`src/pci_pkg.sv`:
```
`default_nettype none
package pci_pkg;
	// register indices; byte address is four times the index
	localparam logic [7:0] IDX_CTRL     = 8'h11;
	localparam logic [7:0] IDX_EVT      = 8'h12;
	localparam logic [7:0] IDX_SYS_STAT = 8'h20;
	localparam logic [7:0] IDX_SYS_MASK = 8'h21;
	localparam logic [7:0] IDX_FIFO     = 8'h22;

	// phy_specific_control field positions
	localparam int unsigned CTRL_SCR_BYP  = 11;
	localparam int unsigned CTRL_DEPTH_LO = 8;
	localparam int unsigned CTRL_FD_COL   = 4;
	localparam int unsigned CTRL_POL      = 3;
	localparam int unsigned CTRL_TEST     = 2;
	localparam int unsigned CTRL_EVT_EN   = 1;
	localparam int unsigned CTRL_OE       = 0;
	localparam logic [1:0]  DEPTH_RST     = 2'h1;
	localparam logic        POL_RST       = 1'b1;

	// loopback fifo depths in nibbles per code
	localparam logic [3:0] DEPTH_C0  = 4'h4;
	localparam logic [3:0] DEPTH_C1  = 4'h5;
	localparam logic [3:0] DEPTH_C2  = 4'h6;
	localparam logic [3:0] DEPTH_C3  = 4'h8;
	localparam int unsigned FIFO_SLOTS = 8;
	localparam int unsigned PTR_W      = 3;
	localparam int unsigned FIFO_LVL_LSB = 0;
	localparam int unsigned FIFO_LIM_LSB = 4;

	// irq_status_enable_register: status in 13:8, enables in 5:0
	localparam int unsigned EVT_N      = 6;
	localparam int unsigned EVT_ST_LSB = 8;
	localparam int unsigned EVT_EN_LSB = 0;

	// system interrupt status / mask layout
	localparam int unsigned SYS_N   = 3;
	localparam int unsigned SYS_OVF = 0;
	localparam int unsigned SYS_UNF = 1;
	localparam int unsigned SYS_PDN = 2;

	typedef enum logic [3:0] {
		BUS_IDLE  = 4'b0001,
		BUS_WDATA = 4'b0010,
		BUS_RWAIT = 4'b0100,
		BUS_RDATA = 4'b1000
	} pci_bus_t;

	typedef struct packed {
		logic       valid;
		logic [3:0] data;
	} pci_nib_t;

	typedef struct packed {
		logic       scr_bypass;
		logic [1:0] fifo_depth;
		logic       full_duplex_collision_enable;
		logic       irq_polarity;
		logic       test_irq;
		logic       evt_irq_en;
		logic       irq_out_en;
	} pci_ctrl_t;

	typedef struct packed {
		pci_bus_t                   bus;
		logic [7:0]                 addr;
		logic                       mapped;
		logic [31:0]                hrdata;
		pci_ctrl_t                  ctrl;
		logic [EVT_N-1:0]           evt_en;
		logic [SYS_N-1:0]           sys_mask;
		logic [FIFO_SLOTS-1:0][3:0] mem;
		logic [PTR_W-1:0]           wptr;
		logic [PTR_W-1:0]           rptr;
		logic [3:0]                 cnt;
		pci_nib_t                   tx;
		logic [3:0]                 tx_sym;
		logic                       col;
		logic                       pin_out;
		logic                       pdn;
		logic                       irq;
	} pci_state_t;
endpackage : pci_pkg
`default_nettype wire

```
`src/pci_sticky.sv`:
```
`default_nettype none
// set-dominant sticky flags: an event in the clear cycle is kept
module pci_sticky #(
	parameter int unsigned N = 1
) (
	input  wire logic         hclk,
	input  wire logic         hresetn,
	input  wire logic         ce,
	input  wire logic [N-1:0] set,
	input  wire logic [N-1:0] clr,
	output logic      [N-1:0] flags
);
	logic [N-1:0] flags_r;
	logic [N-1:0] flags_nxt;

	always_comb begin
		flags_nxt = (flags_r & ~clr) | set;
	end

	always_ff @(posedge hclk or negedge hresetn) begin
		if (!hresetn) begin
			flags_r <= '0;
		end else if (ce) begin
			flags_r <= flags_nxt;
		end
	end

	assign flags = flags_r;
endmodule // pci_sticky
`default_nettype wire

```
`src/pci_top.sv`:
```
`default_nettype none
module pci_top
	import pci_pkg::*;
(
	input  wire logic        hclk,
	input  wire logic        hresetn,
	input  wire logic        ce,
	input  wire logic        hsel,
	input  wire logic [31:0] haddr,
	input  wire logic [1:0]  htrans,
	input  wire logic        hwrite,
	input  wire logic [2:0]  hsize,
	input  wire logic [31:0] hwdata,
	input  wire logic        hready,
	output logic      [31:0] hrdata,
	output logic             hreadyout,
	output logic             hresp,
	input  wire logic [5:0]  evt_pulse,
	input  wire logic        col_in,
	input  wire logic        full_duplex,
	output logic             col_out,
	input  wire logic [3:0]  tx_plain,
	input  wire logic [3:0]  tx_scrambled,
	output logic      [3:0]  tx_sym,
	output logic             scr_bypass,
	input  wire pci_nib_t    lpbk_rx,
	input  wire logic        lpbk_take,
	output pci_nib_t         lpbk_tx,
	input  wire logic        pin_in,
	output logic             pin_out,
	output logic             pin_oe,
	output logic             powerdown,
	output logic             irq
);
	pci_state_t       s;
	pci_state_t       n;
	logic             acc;
	logic [15:0]      rd_val;
	logic [3:0]       limit;
	logic             wr_ok;
	logic             rd_ok;
	logic             evt_req;
	logic             req;
	logic [EVT_N-1:0] evt_flags;
	logic [EVT_N-1:0] evt_clr;
	logic [SYS_N-1:0] sys_flags;
	logic [SYS_N-1:0] sys_set;
	logic [SYS_N-1:0] sys_clr;

	pci_sticky #(.N(EVT_N)) u_evt (
		.hclk    (hclk),
		.hresetn (hresetn),
		.ce      (ce),
		.set     (evt_pulse),
		.clr     (evt_clr),
		.flags   (evt_flags)
	);

	pci_sticky #(.N(SYS_N)) u_sys (
		.hclk    (hclk),
		.hresetn (hresetn),
		.ce      (ce),
		.set     (sys_set),
		.clr     (sys_clr),
		.flags   (sys_flags)
	);

	always_comb begin
		n       = s;
		// hsize is not decoded: every access is taken as a whole word
		acc     = hsel & htrans[1] & hready;
		evt_clr = '0;
		sys_clr = '0;
		sys_set = '0;
		unique case (s.ctrl.fifo_depth)
			2'h0: limit = DEPTH_C0;
			2'h1: limit = DEPTH_C1;
			2'h2: limit = DEPTH_C2;
			2'h3: limit = DEPTH_C3;
		endcase

		// reserved bits stay zero in the read image
		rd_val = '0;
		if (s.mapped) begin
			unique case (s.addr)
				IDX_CTRL: begin
					rd_val[CTRL_SCR_BYP]         = s.ctrl.scr_bypass;
					rd_val[CTRL_DEPTH_LO +: 2]   = s.ctrl.fifo_depth;
					rd_val[CTRL_FD_COL]          = s.ctrl.full_duplex_collision_enable;
					rd_val[CTRL_POL]             = s.ctrl.irq_polarity;
					rd_val[CTRL_TEST]            = s.ctrl.test_irq;
					rd_val[CTRL_EVT_EN]          = s.ctrl.evt_irq_en;
					rd_val[CTRL_OE]              = s.ctrl.irq_out_en;
				end
				IDX_EVT: begin
					rd_val[EVT_ST_LSB +: EVT_N]  = evt_flags;
					rd_val[EVT_EN_LSB +: EVT_N]  = s.evt_en;
				end
				IDX_SYS_STAT: rd_val[SYS_N-1:0] = sys_flags;
				IDX_SYS_MASK: rd_val[SYS_N-1:0] = s.sys_mask;
				IDX_FIFO: begin
					rd_val[FIFO_LVL_LSB +: 4]    = s.cnt;
					rd_val[FIFO_LIM_LSB +: 4]    = limit;
				end
				default: rd_val = '0;
			endcase
		end

		// elastic loopback fifo, receive side writes, transmit side reads
		wr_ok = lpbk_rx.valid & (s.cnt < limit);
		rd_ok = lpbk_take & (s.cnt != 4'h0);
		sys_set[SYS_OVF] = lpbk_rx.valid & ~wr_ok;
		sys_set[SYS_UNF] = lpbk_take & ~rd_ok;
		if (wr_ok) begin
			n.mem[s.wptr] = lpbk_rx.data;
			n.wptr        = s.wptr + 3'h1;
		end
		if (rd_ok) begin
			n.tx.data = s.mem[s.rptr];
			n.rptr    = s.rptr + 3'h1;
		end
		n.tx.valid = rd_ok;
		n.cnt      = s.cnt + {3'h0, wr_ok} - {3'h0, rd_ok};

		unique case (s.bus)
			BUS_WDATA: begin
				if (s.mapped) begin
					unique case (s.addr)
						IDX_CTRL: begin
							n.ctrl.scr_bypass   = hwdata[CTRL_SCR_BYP];
							n.ctrl.fifo_depth   = hwdata[CTRL_DEPTH_LO +: 2];
							n.ctrl.full_duplex_collision_enable = hwdata[CTRL_FD_COL];
							n.ctrl.irq_polarity = hwdata[CTRL_POL];
							n.ctrl.test_irq     = hwdata[CTRL_TEST];
							n.ctrl.evt_irq_en   = hwdata[CTRL_EVT_EN];
							n.ctrl.irq_out_en   = hwdata[CTRL_OE];
							// a new depth restarts the fifo so it never holds more than the limit
							n.wptr = '0;
							n.rptr = '0;
							n.cnt  = '0;
						end
						IDX_EVT:      n.evt_en   = hwdata[EVT_EN_LSB +: EVT_N];
						IDX_SYS_STAT: sys_clr    = hwdata[SYS_N-1:0];
						IDX_SYS_MASK: n.sys_mask = hwdata[SYS_N-1:0];
						default: ;
					endcase
				end
			end
			BUS_RWAIT: begin
				n.hrdata = {16'h0000, rd_val};
				if (s.mapped && s.addr == IDX_EVT) begin
					evt_clr = '1;
				end
			end
			BUS_IDLE, BUS_RDATA: ;
			default: n.bus = BUS_IDLE;
		endcase

		if (s.bus == BUS_RWAIT) begin
			n.bus = BUS_RDATA;
		end else if (acc) begin
			n.bus    = hwrite ? BUS_WDATA : BUS_RWAIT;
			n.addr   = haddr[9:2];
			n.mapped = (haddr[31:10] == 22'h00_0000);
		end else begin
			n.bus = BUS_IDLE;
		end

		n.tx_sym = s.ctrl.scr_bypass ? tx_plain : tx_scrambled;
		// collision only in half duplex unless enabled
		n.col = col_in & (~full_duplex | s.ctrl.full_duplex_collision_enable);

		evt_req = s.ctrl.evt_irq_en & s.ctrl.irq_out_en & (|(evt_flags & s.evt_en));
		// forced test interrupt joins the gated events
		req = s.ctrl.test_irq | evt_req;
		n.pin_out = s.ctrl.irq_polarity ? ~req : req;
		// pin as active-low power-down input when not an output
		// old and new direction must both be input, else a driven level reads as power-down
		n.pdn = ~s.ctrl.irq_out_en & ~n.ctrl.irq_out_en & ~pin_in;
		sys_set[SYS_PDN] = n.pdn & ~s.pdn;
		n.irq = |(sys_flags & s.sys_mask);
	end

	always_ff @(posedge hclk or negedge hresetn) begin
		if (!hresetn) begin
			s                 <= '0;
			s.bus             <= BUS_IDLE;
			// depth code resets to five nibbles
			s.ctrl.fifo_depth   <= DEPTH_RST;
			s.ctrl.irq_polarity <= POL_RST;
			s.pin_out           <= POL_RST;
		end else if (ce) begin
			s <= n;
		end
	end

	assign hrdata     = s.hrdata;
	assign hreadyout  = (s.bus != BUS_RWAIT);
	assign hresp      = 1'b0;
	assign col_out    = s.col;
	assign tx_sym     = s.tx_sym;
	assign scr_bypass = s.ctrl.scr_bypass;
	assign lpbk_tx    = s.tx;
	assign pin_out    = s.pin_out;
	assign pin_oe     = s.ctrl.irq_out_en;
	assign powerdown  = s.pdn;
	assign irq        = s.irq;

	// checks
	logic first_r;

	always_ff @(posedge hclk or negedge hresetn) begin
		if (!hresetn) begin
			first_r <= 1'b0;
		end else begin
			first_r <= 1'b1;
		end
	end
endmodule // pci_top
`default_nettype wire

```
`config.mk`:
```
export PLATFORM = sky130hd
export DESIGN_NAME = pci_top
export DESIGN_NICKNAME = d
export VERILOG_FILES = /design/src/pci_pkg.sv /design/src/pci_sticky.sv /design/src/pci_top.sv
export SDC_FILE = /design/constraint.sdc
export NUM_CORES = 1
export LEC_CHECK = 0
export ABC_AREA = 1
export BUFFER_PORTS_ARGS = -buffer_cell sky130_fd_sc_hd__buf_2
export CAP_MARGIN = 20
export CORE_MARGIN = 2
export CORE_UTILIZATION = 48
export DETAILED_ROUTE_END_ITERATION = 16
export PLACE_DENSITY_LB_ADDON = 0.12
export SLEW_MARGIN = 40
export SYNTH_ARGS = -nofsm -noshare
export SYNTH_HDL_FRONTEND = slang
export SYNTH_SLANG_ARGS = --single-unit
```
`constraint.sdc`:
```
create_clock -name hclk -period 2.76 [get_ports hclk]
set_clock_uncertainty 0.2 [all_clocks]
set_input_delay 0.276 -clock hclk [delete_from_list [all_inputs] [get_ports hclk]]
set_output_delay 0.276 -clock hclk [all_outputs]
set_load 0.02 [all_outputs]
```
Yosys cells after proc, flatten, opt, wreduce, memory -nomap -nowiden
Cells that the tools add are included.
- bits in registers: 110
- bits of input ports: 98
- word-level logic and storage cells: 132
- output and inout port bits: 49
- bitwise operators: 31
- muxes and demuxes: 35
- magnitude comparators: 4
- eq/ne operators: 11
- reduce and logical (&&, ||, !) cells: 14
- $add $sub $neg: 4
- operators with widths (kind ; number):
    10-bit 2-to-1 mux ; 5
    32-bit bitwise mux ; 1
    8-bit by 6-bit equality test with 1-bit output (second input constant) ; 3
    3-bit 2-to-1 mux ; 8
    22-bit logical NOT ; 1
    6-bit 2-to-1 mux ; 3
    8-bit by 5-bit equality test with 1-bit output (second input constant) ; 2
    4-bit 2-to-1 mux ; 4
    4-bit case mux with 4 select lines ; 1
    3-bit case mux with 5 select lines ; 1
    14-bit 2-to-1 mux ; 1
    1-bit bitwise AND ; 12
    6-bit bitwise AND ; 2
    4-bit binary-select mux with 3-bit select ; 1
    4-bit demux with 3-bit select ; 1
    4-bit AND reduction ; 3
    1-bit NOT ; 9
    3-bit by 4-bit less-than comparator with 1-bit output (second input constant) ; 2
    3-bit by 1-bit adder with 3-bit output (second input constant) ; 2
    3-bit bitwise AND ; 2
    6-bit NOT ; 1
    6-bit bitwise OR ; 1
    2-bit case mux with 3 select lines ; 1
    2-bit AND reduction ; 3
    22 further kinds ; 29

Depth between registers and ports, before layout
- word-level depth: 9
- mapped depth: 14
- mapped depth without buffers: 14

Cells and area by module
From an unflattened synthesis, not the netlist that was laid out.
- cell total of the unflattened synthesis: 678
- area, all modules: 5489.0 µm²
- modules (own cells, without submodules) (module ; instances ; cells each ; area each (µm²) ; sequential area each (µm²)):
    pci_top ; 1 ; 632 ; 5117.4 ; 2482.4
    pci_sticky at u_evt ; 1 ; 31 ; 251.5 ; 150.1
    pci_sticky at u_sys ; 1 ; 15 ; 120.1 ; 75.1

Least setup slack after synthesis
OpenSTA, ideal clock, no wires.
- path kind: reg-to-reg
- start point: register s[69] in the netlist's numbering
- end point: register s[14] in the netlist's numbering
- arrival: 2376 ps
- path slack: 51 ps
- data required time: 2427 ps
- buffers on the path: 0
- setup time: 133 ps
- clock period less this slack: 2709 ps
- stages on the path, launching flop included: 11
- cells stage by stage: dfstp_2 > nand2_1 > ha_1 > a21oi_1 > a21boi_0 > nand3_1 > nand2_1 > ha_1 > fa_1 > nand2_1 > o21ai_0
- cells in the longest elaborated chain, start to end: 9
- elaborated cells between the ends (all ways): 12
- those cells by class: 2 x add/sub; 1 x order compare; 3 x eq/ne; 4 x mux; 1 x bitwise; 1 x reduce/logical
- ends and longest elaborated chain (item ; line ; RTL):
    start, declared ; pci_top.sv:35 ; pci_state_t s;
    start signal, assigned ; pci_top.sv:193 ; s <= n;
    2-bit equality test (tied with other cells) ; pci_top.sv:75 ; unique case (s.ctrl.fifo_depth)
    4-bit case mux with 4 select lines * ; pci_top.sv:75 ;
    4-bit less-than comparator * ; pci_top.sv:110 ; wr_ok = lpbk_rx.valid & (s.cnt < limit);
    1-bit bitwise AND * ; pci_top.sv:110 ;
    4-bit by 1-bit adder with 4-bit output * ; pci_top.sv:123 ; n.cnt = s.cnt + {3'h0, wr_ok} - {3'h0, rd_ok};
    4-bit by 1-bit subtractor with 4-bit output * ; pci_top.sv:123 ;
    10-bit 2-to-1 mux ; pci_top.sv:128 ; unique case (s.addr)
    10-bit 2-to-1 mux ; pci_top.sv:127 ; if (s.mapped) begin
    10-bit 2-to-1 mux * ; pci_top.sv:125 ; unique case (s.bus)
Every way passes the cells marked *; elsewhere a longest branch is shown, timed or not.
A chain may end at the register's enable or synchronous reset.

Worst setup path after layout
- start point: register s[69] in the netlist's numbering
- end point: register s[15] in the netlist's numbering
Same word-level chain as after synthesis.

==> results.yml <==
status:
  status: "complete, no violations"
global_route:
  overflow: 0
  grt_pass1_vias: 4700
  grt_max_degree: 49
  antenna_found_initial: 0
  grtUsageTotal_pct: 22.87
  grt_pass1_wl_um: 23180
placed_design:
  dp_hpwl_um: 9924
  port_buffers: 98
  placedInstanceArea_um2: 6062
  placedCellCount: 892
  routabilityCongestion: 0.9013
clock_network:
  clk_path_buf_depth: 2
  cts_inserted_buffers: 9
  cts_tree: "built"
  cts-root-buf: "clkbuf_16"
  clkLatencyLatePin_ns: 0.35
  cts.sinks: 108
  htree_levels: 3
  cts.clk_slew.worst_paths_ns: 0.07
floorplan:
  die-area_um2: 12670
  die_w_um: 112.6
  io_pins: 147
  chipHeight_um: 112.6
  row_count: 39
  start_util_pct: 49.35
  core_um2: 11470
sta:
  tightest_slew_ns: 0.5782
  hold_viol: 0
  maxSlewViolCount: 0
  setup_viol: 0
  fmax_mhz: 382.7
  period_share_pct: 94.69
  finalCriticalPeriod_ns: 2.613
  relSlewSlack_pct: 61.45
logic_synthesis:
  synth-async-reset-ratio_pct: 100.0
  synth.yosys.seq_area_share_pct: 47.84
  synth_cell_type_count: 45
  synth_warnings: 0
  synth_seq_cells: 108
  syn_area_um2: 5659
  synth_edf_count: 0
  synth_cells: 684
  postSynthAreaPerCell_um2: 8.274
  synth_ff_type: "dfrtp_1"
finish:
  finalNetCount: 891
  stdcell_area_um2: 6643
  drive_gt1_share_pct: 21.70
  area_growth_pct: 17.38
  num_antenna_cells: 0
  fin_cells: 931
detailed_routing:
  remaining_drc_errors: 0
  wl_per_cell_um: 14.81
  routed_wl_um: 13790
  vias: 4872
  viasPerCell: 5.233
  firstDrtPassIters: 5
  drtIter0Drc: 359
  final_antenna_net_count: 0
pwr:
  ir_drop_uv: 370.0
  p_per_area_nw_per_um2: 794.4
  p_sw_share_pct: 35.85
  power_mw: 5.277
  comb_power_share_pct: 31.3
  switching_power_mw: 1.892
  p_int_mw: 3.385
  power_leakage_nw: 3.526
  p_clk_share_pct: 27.2
  p_seq_share_pct: 41.4
setup_path:
  required_ns: 2.79
  crit_arrival_ns: 2.65
  worstSetupEndpointType: "register"
  worstPathMaxFanout: 5
  crit_path_start_kind: "register"
  crit_type: "register to register"
hold_path:
  holdCritPathClass: "input port to register"
job:
  maxCapViolations: 0
## worst paths after layout
| check | start | to | slack [ns] | cells after the start |
|---|---|---|---|---|
| worst max register to register | s[69]$_DFFE_PN1P_ | s[15]$_DFFE_PN0P_ | 0.15 | 11 |
| worst max-delay path | s[69]$_DFFE_PN1P_ | s[15]$_DFFE_PN0P_ | 0.15 | 11 |
| worst min-delay path | col_in | col_out$_DFFE_PN0P_ | 0.01 | 3 |
| worst min register to register | s[44]$_DFFE_PN0P_ | s[44]$_DFFE_PN0P_ | 0.27 | 2 |
| min in group asynchronous | hresetn | hrdata[10]$_DFFE_PN0P_ | 0.25 | 2 |
| max in group asynchronous | hresetn | hrdata[0]$_DFFE_PN0P_ | 1.40 | 3 |
## synthesized netlist by cell type (7+ instances only)
| cell | number | area, µm² |
|---|---|---|
| nand2_1 | 199 | 747.0 |
| dfrtp_1 | 104 | 2603 |
| nand3_1 | 64 | 320.3 |
| o21ai_0 | 64 | 320.3 |
| inv_1 | 47 | 176.4 |
| buf_4 | 45 | 337.8 |
| nor2_1 | 42 | 157.7 |
| ha_1 | 9 | 112.6 |
| inv_2 | 8 | 30.03 |
| nand2_4 | 8 | 90.09 |
| a21oi_1 | 7 | 35.03 |
## repair_timing
item                                   CTS  global route
hold buffers                            23             0
endpoints found under the hold margin   63             0
setup endpoints to repair                1             2
buffers inserted                         0             0
pin swaps                                0             2
resized for setup                        1             4
## final cells by class
cell class | count | area (µm²)
repair buffers | 131 | 823.3
fillers | 1055 | 4825
flip-flops and latches | 108 | 2708
well taps | 143 | 178.9
clock inverters | 4 | 72.57
inverters | 56 | 210.2
clock buffers | 12 | 256.5
multi-input cells | 477 | 2394
## cells in the final DEF, fill, tap and decap left out, drive strengths merged, types with 5 or more instances in the layout
master,synthesis,final
clkbuf,3,12
a21oi,7,7
dfrtp,104,104
buf,58,108
o22ai,6,6
nor4,5,5
dlygate4sd3,0,23
ha,9,9
nand2,211,211
inv,55,55
o21ai,75,75
nand3,66,66
o211ai,7,7
conb,1,19
nor2,50,50
## logic make-up after synthesis
group / synth area share (%)
simple gates: 26.62
buf+inv: 11.43
flops: 47.84
compound gates: 10.99
fa+ha+maj: 2.344
xor+xnor: 0.3096
mux: 0.3979
other cells: 0.06626
## metal layers
layer	track usage [%]	wire length, µm
met5	0	0
met1	33.35	6569
met2	34.85	6248
met3	4.482	787
met4	6.667	179
## per-stage QoR
step	utilization (%)	setup WS, ns	setup TNS (ns)	hold slack [ns]
2_1_floorplan	-	0.05136	0	-0.2196
3_3_place_gp	52.86	0.08738	0	0.1114
3_5_place_dp	52.86	-0.008323	-0.008323	0.1121
4_1_cts	57.77	0.01369	0	0.01232
5_1_grt	57.93	-0.0008149	-0.0008149	0.05003
6_report	57.93	0.1467	0	0.01426
## sequential cells by signal (all words and copies together), names as in the netlist
register and count:
pin_out 1, lpbk_tx 5, col_out 1, hrdata 14, powerdown 1, s 70
u_sys.flags 3, tx_sym 4, irq 1, scr_bypass 1, pin_oe 1, u_evt.flags 6
## worst max-delay path, stage by stage, from the launching register on
cell     delay [ns]
dfstp_2        0.58
nand2_2        0.09
ha_4           0.23
a21oi_2        0.15
buf_4          0.14
nand3_4        0.07
nand2_2        0.09
nand2_1        0.07
ha_1           0.22
fa_1           0.41
xnor2_1        0.15
o22ai_1        0.09
## power by group through the flow
stage	sequential, mW	clock (mW)	combinational (mW)
3_3_place_gp	2.19	0	1.54
6_report	2.19	1.44	1.65
3_5_place_dp	2.21	0	1.60
4_1_cts	2.18	1.45	1.64
5_1_grt	2.23	1.52	1.87
2_1_floorplan	2.13	0	1.23
(Power assumes the default switching activity.)
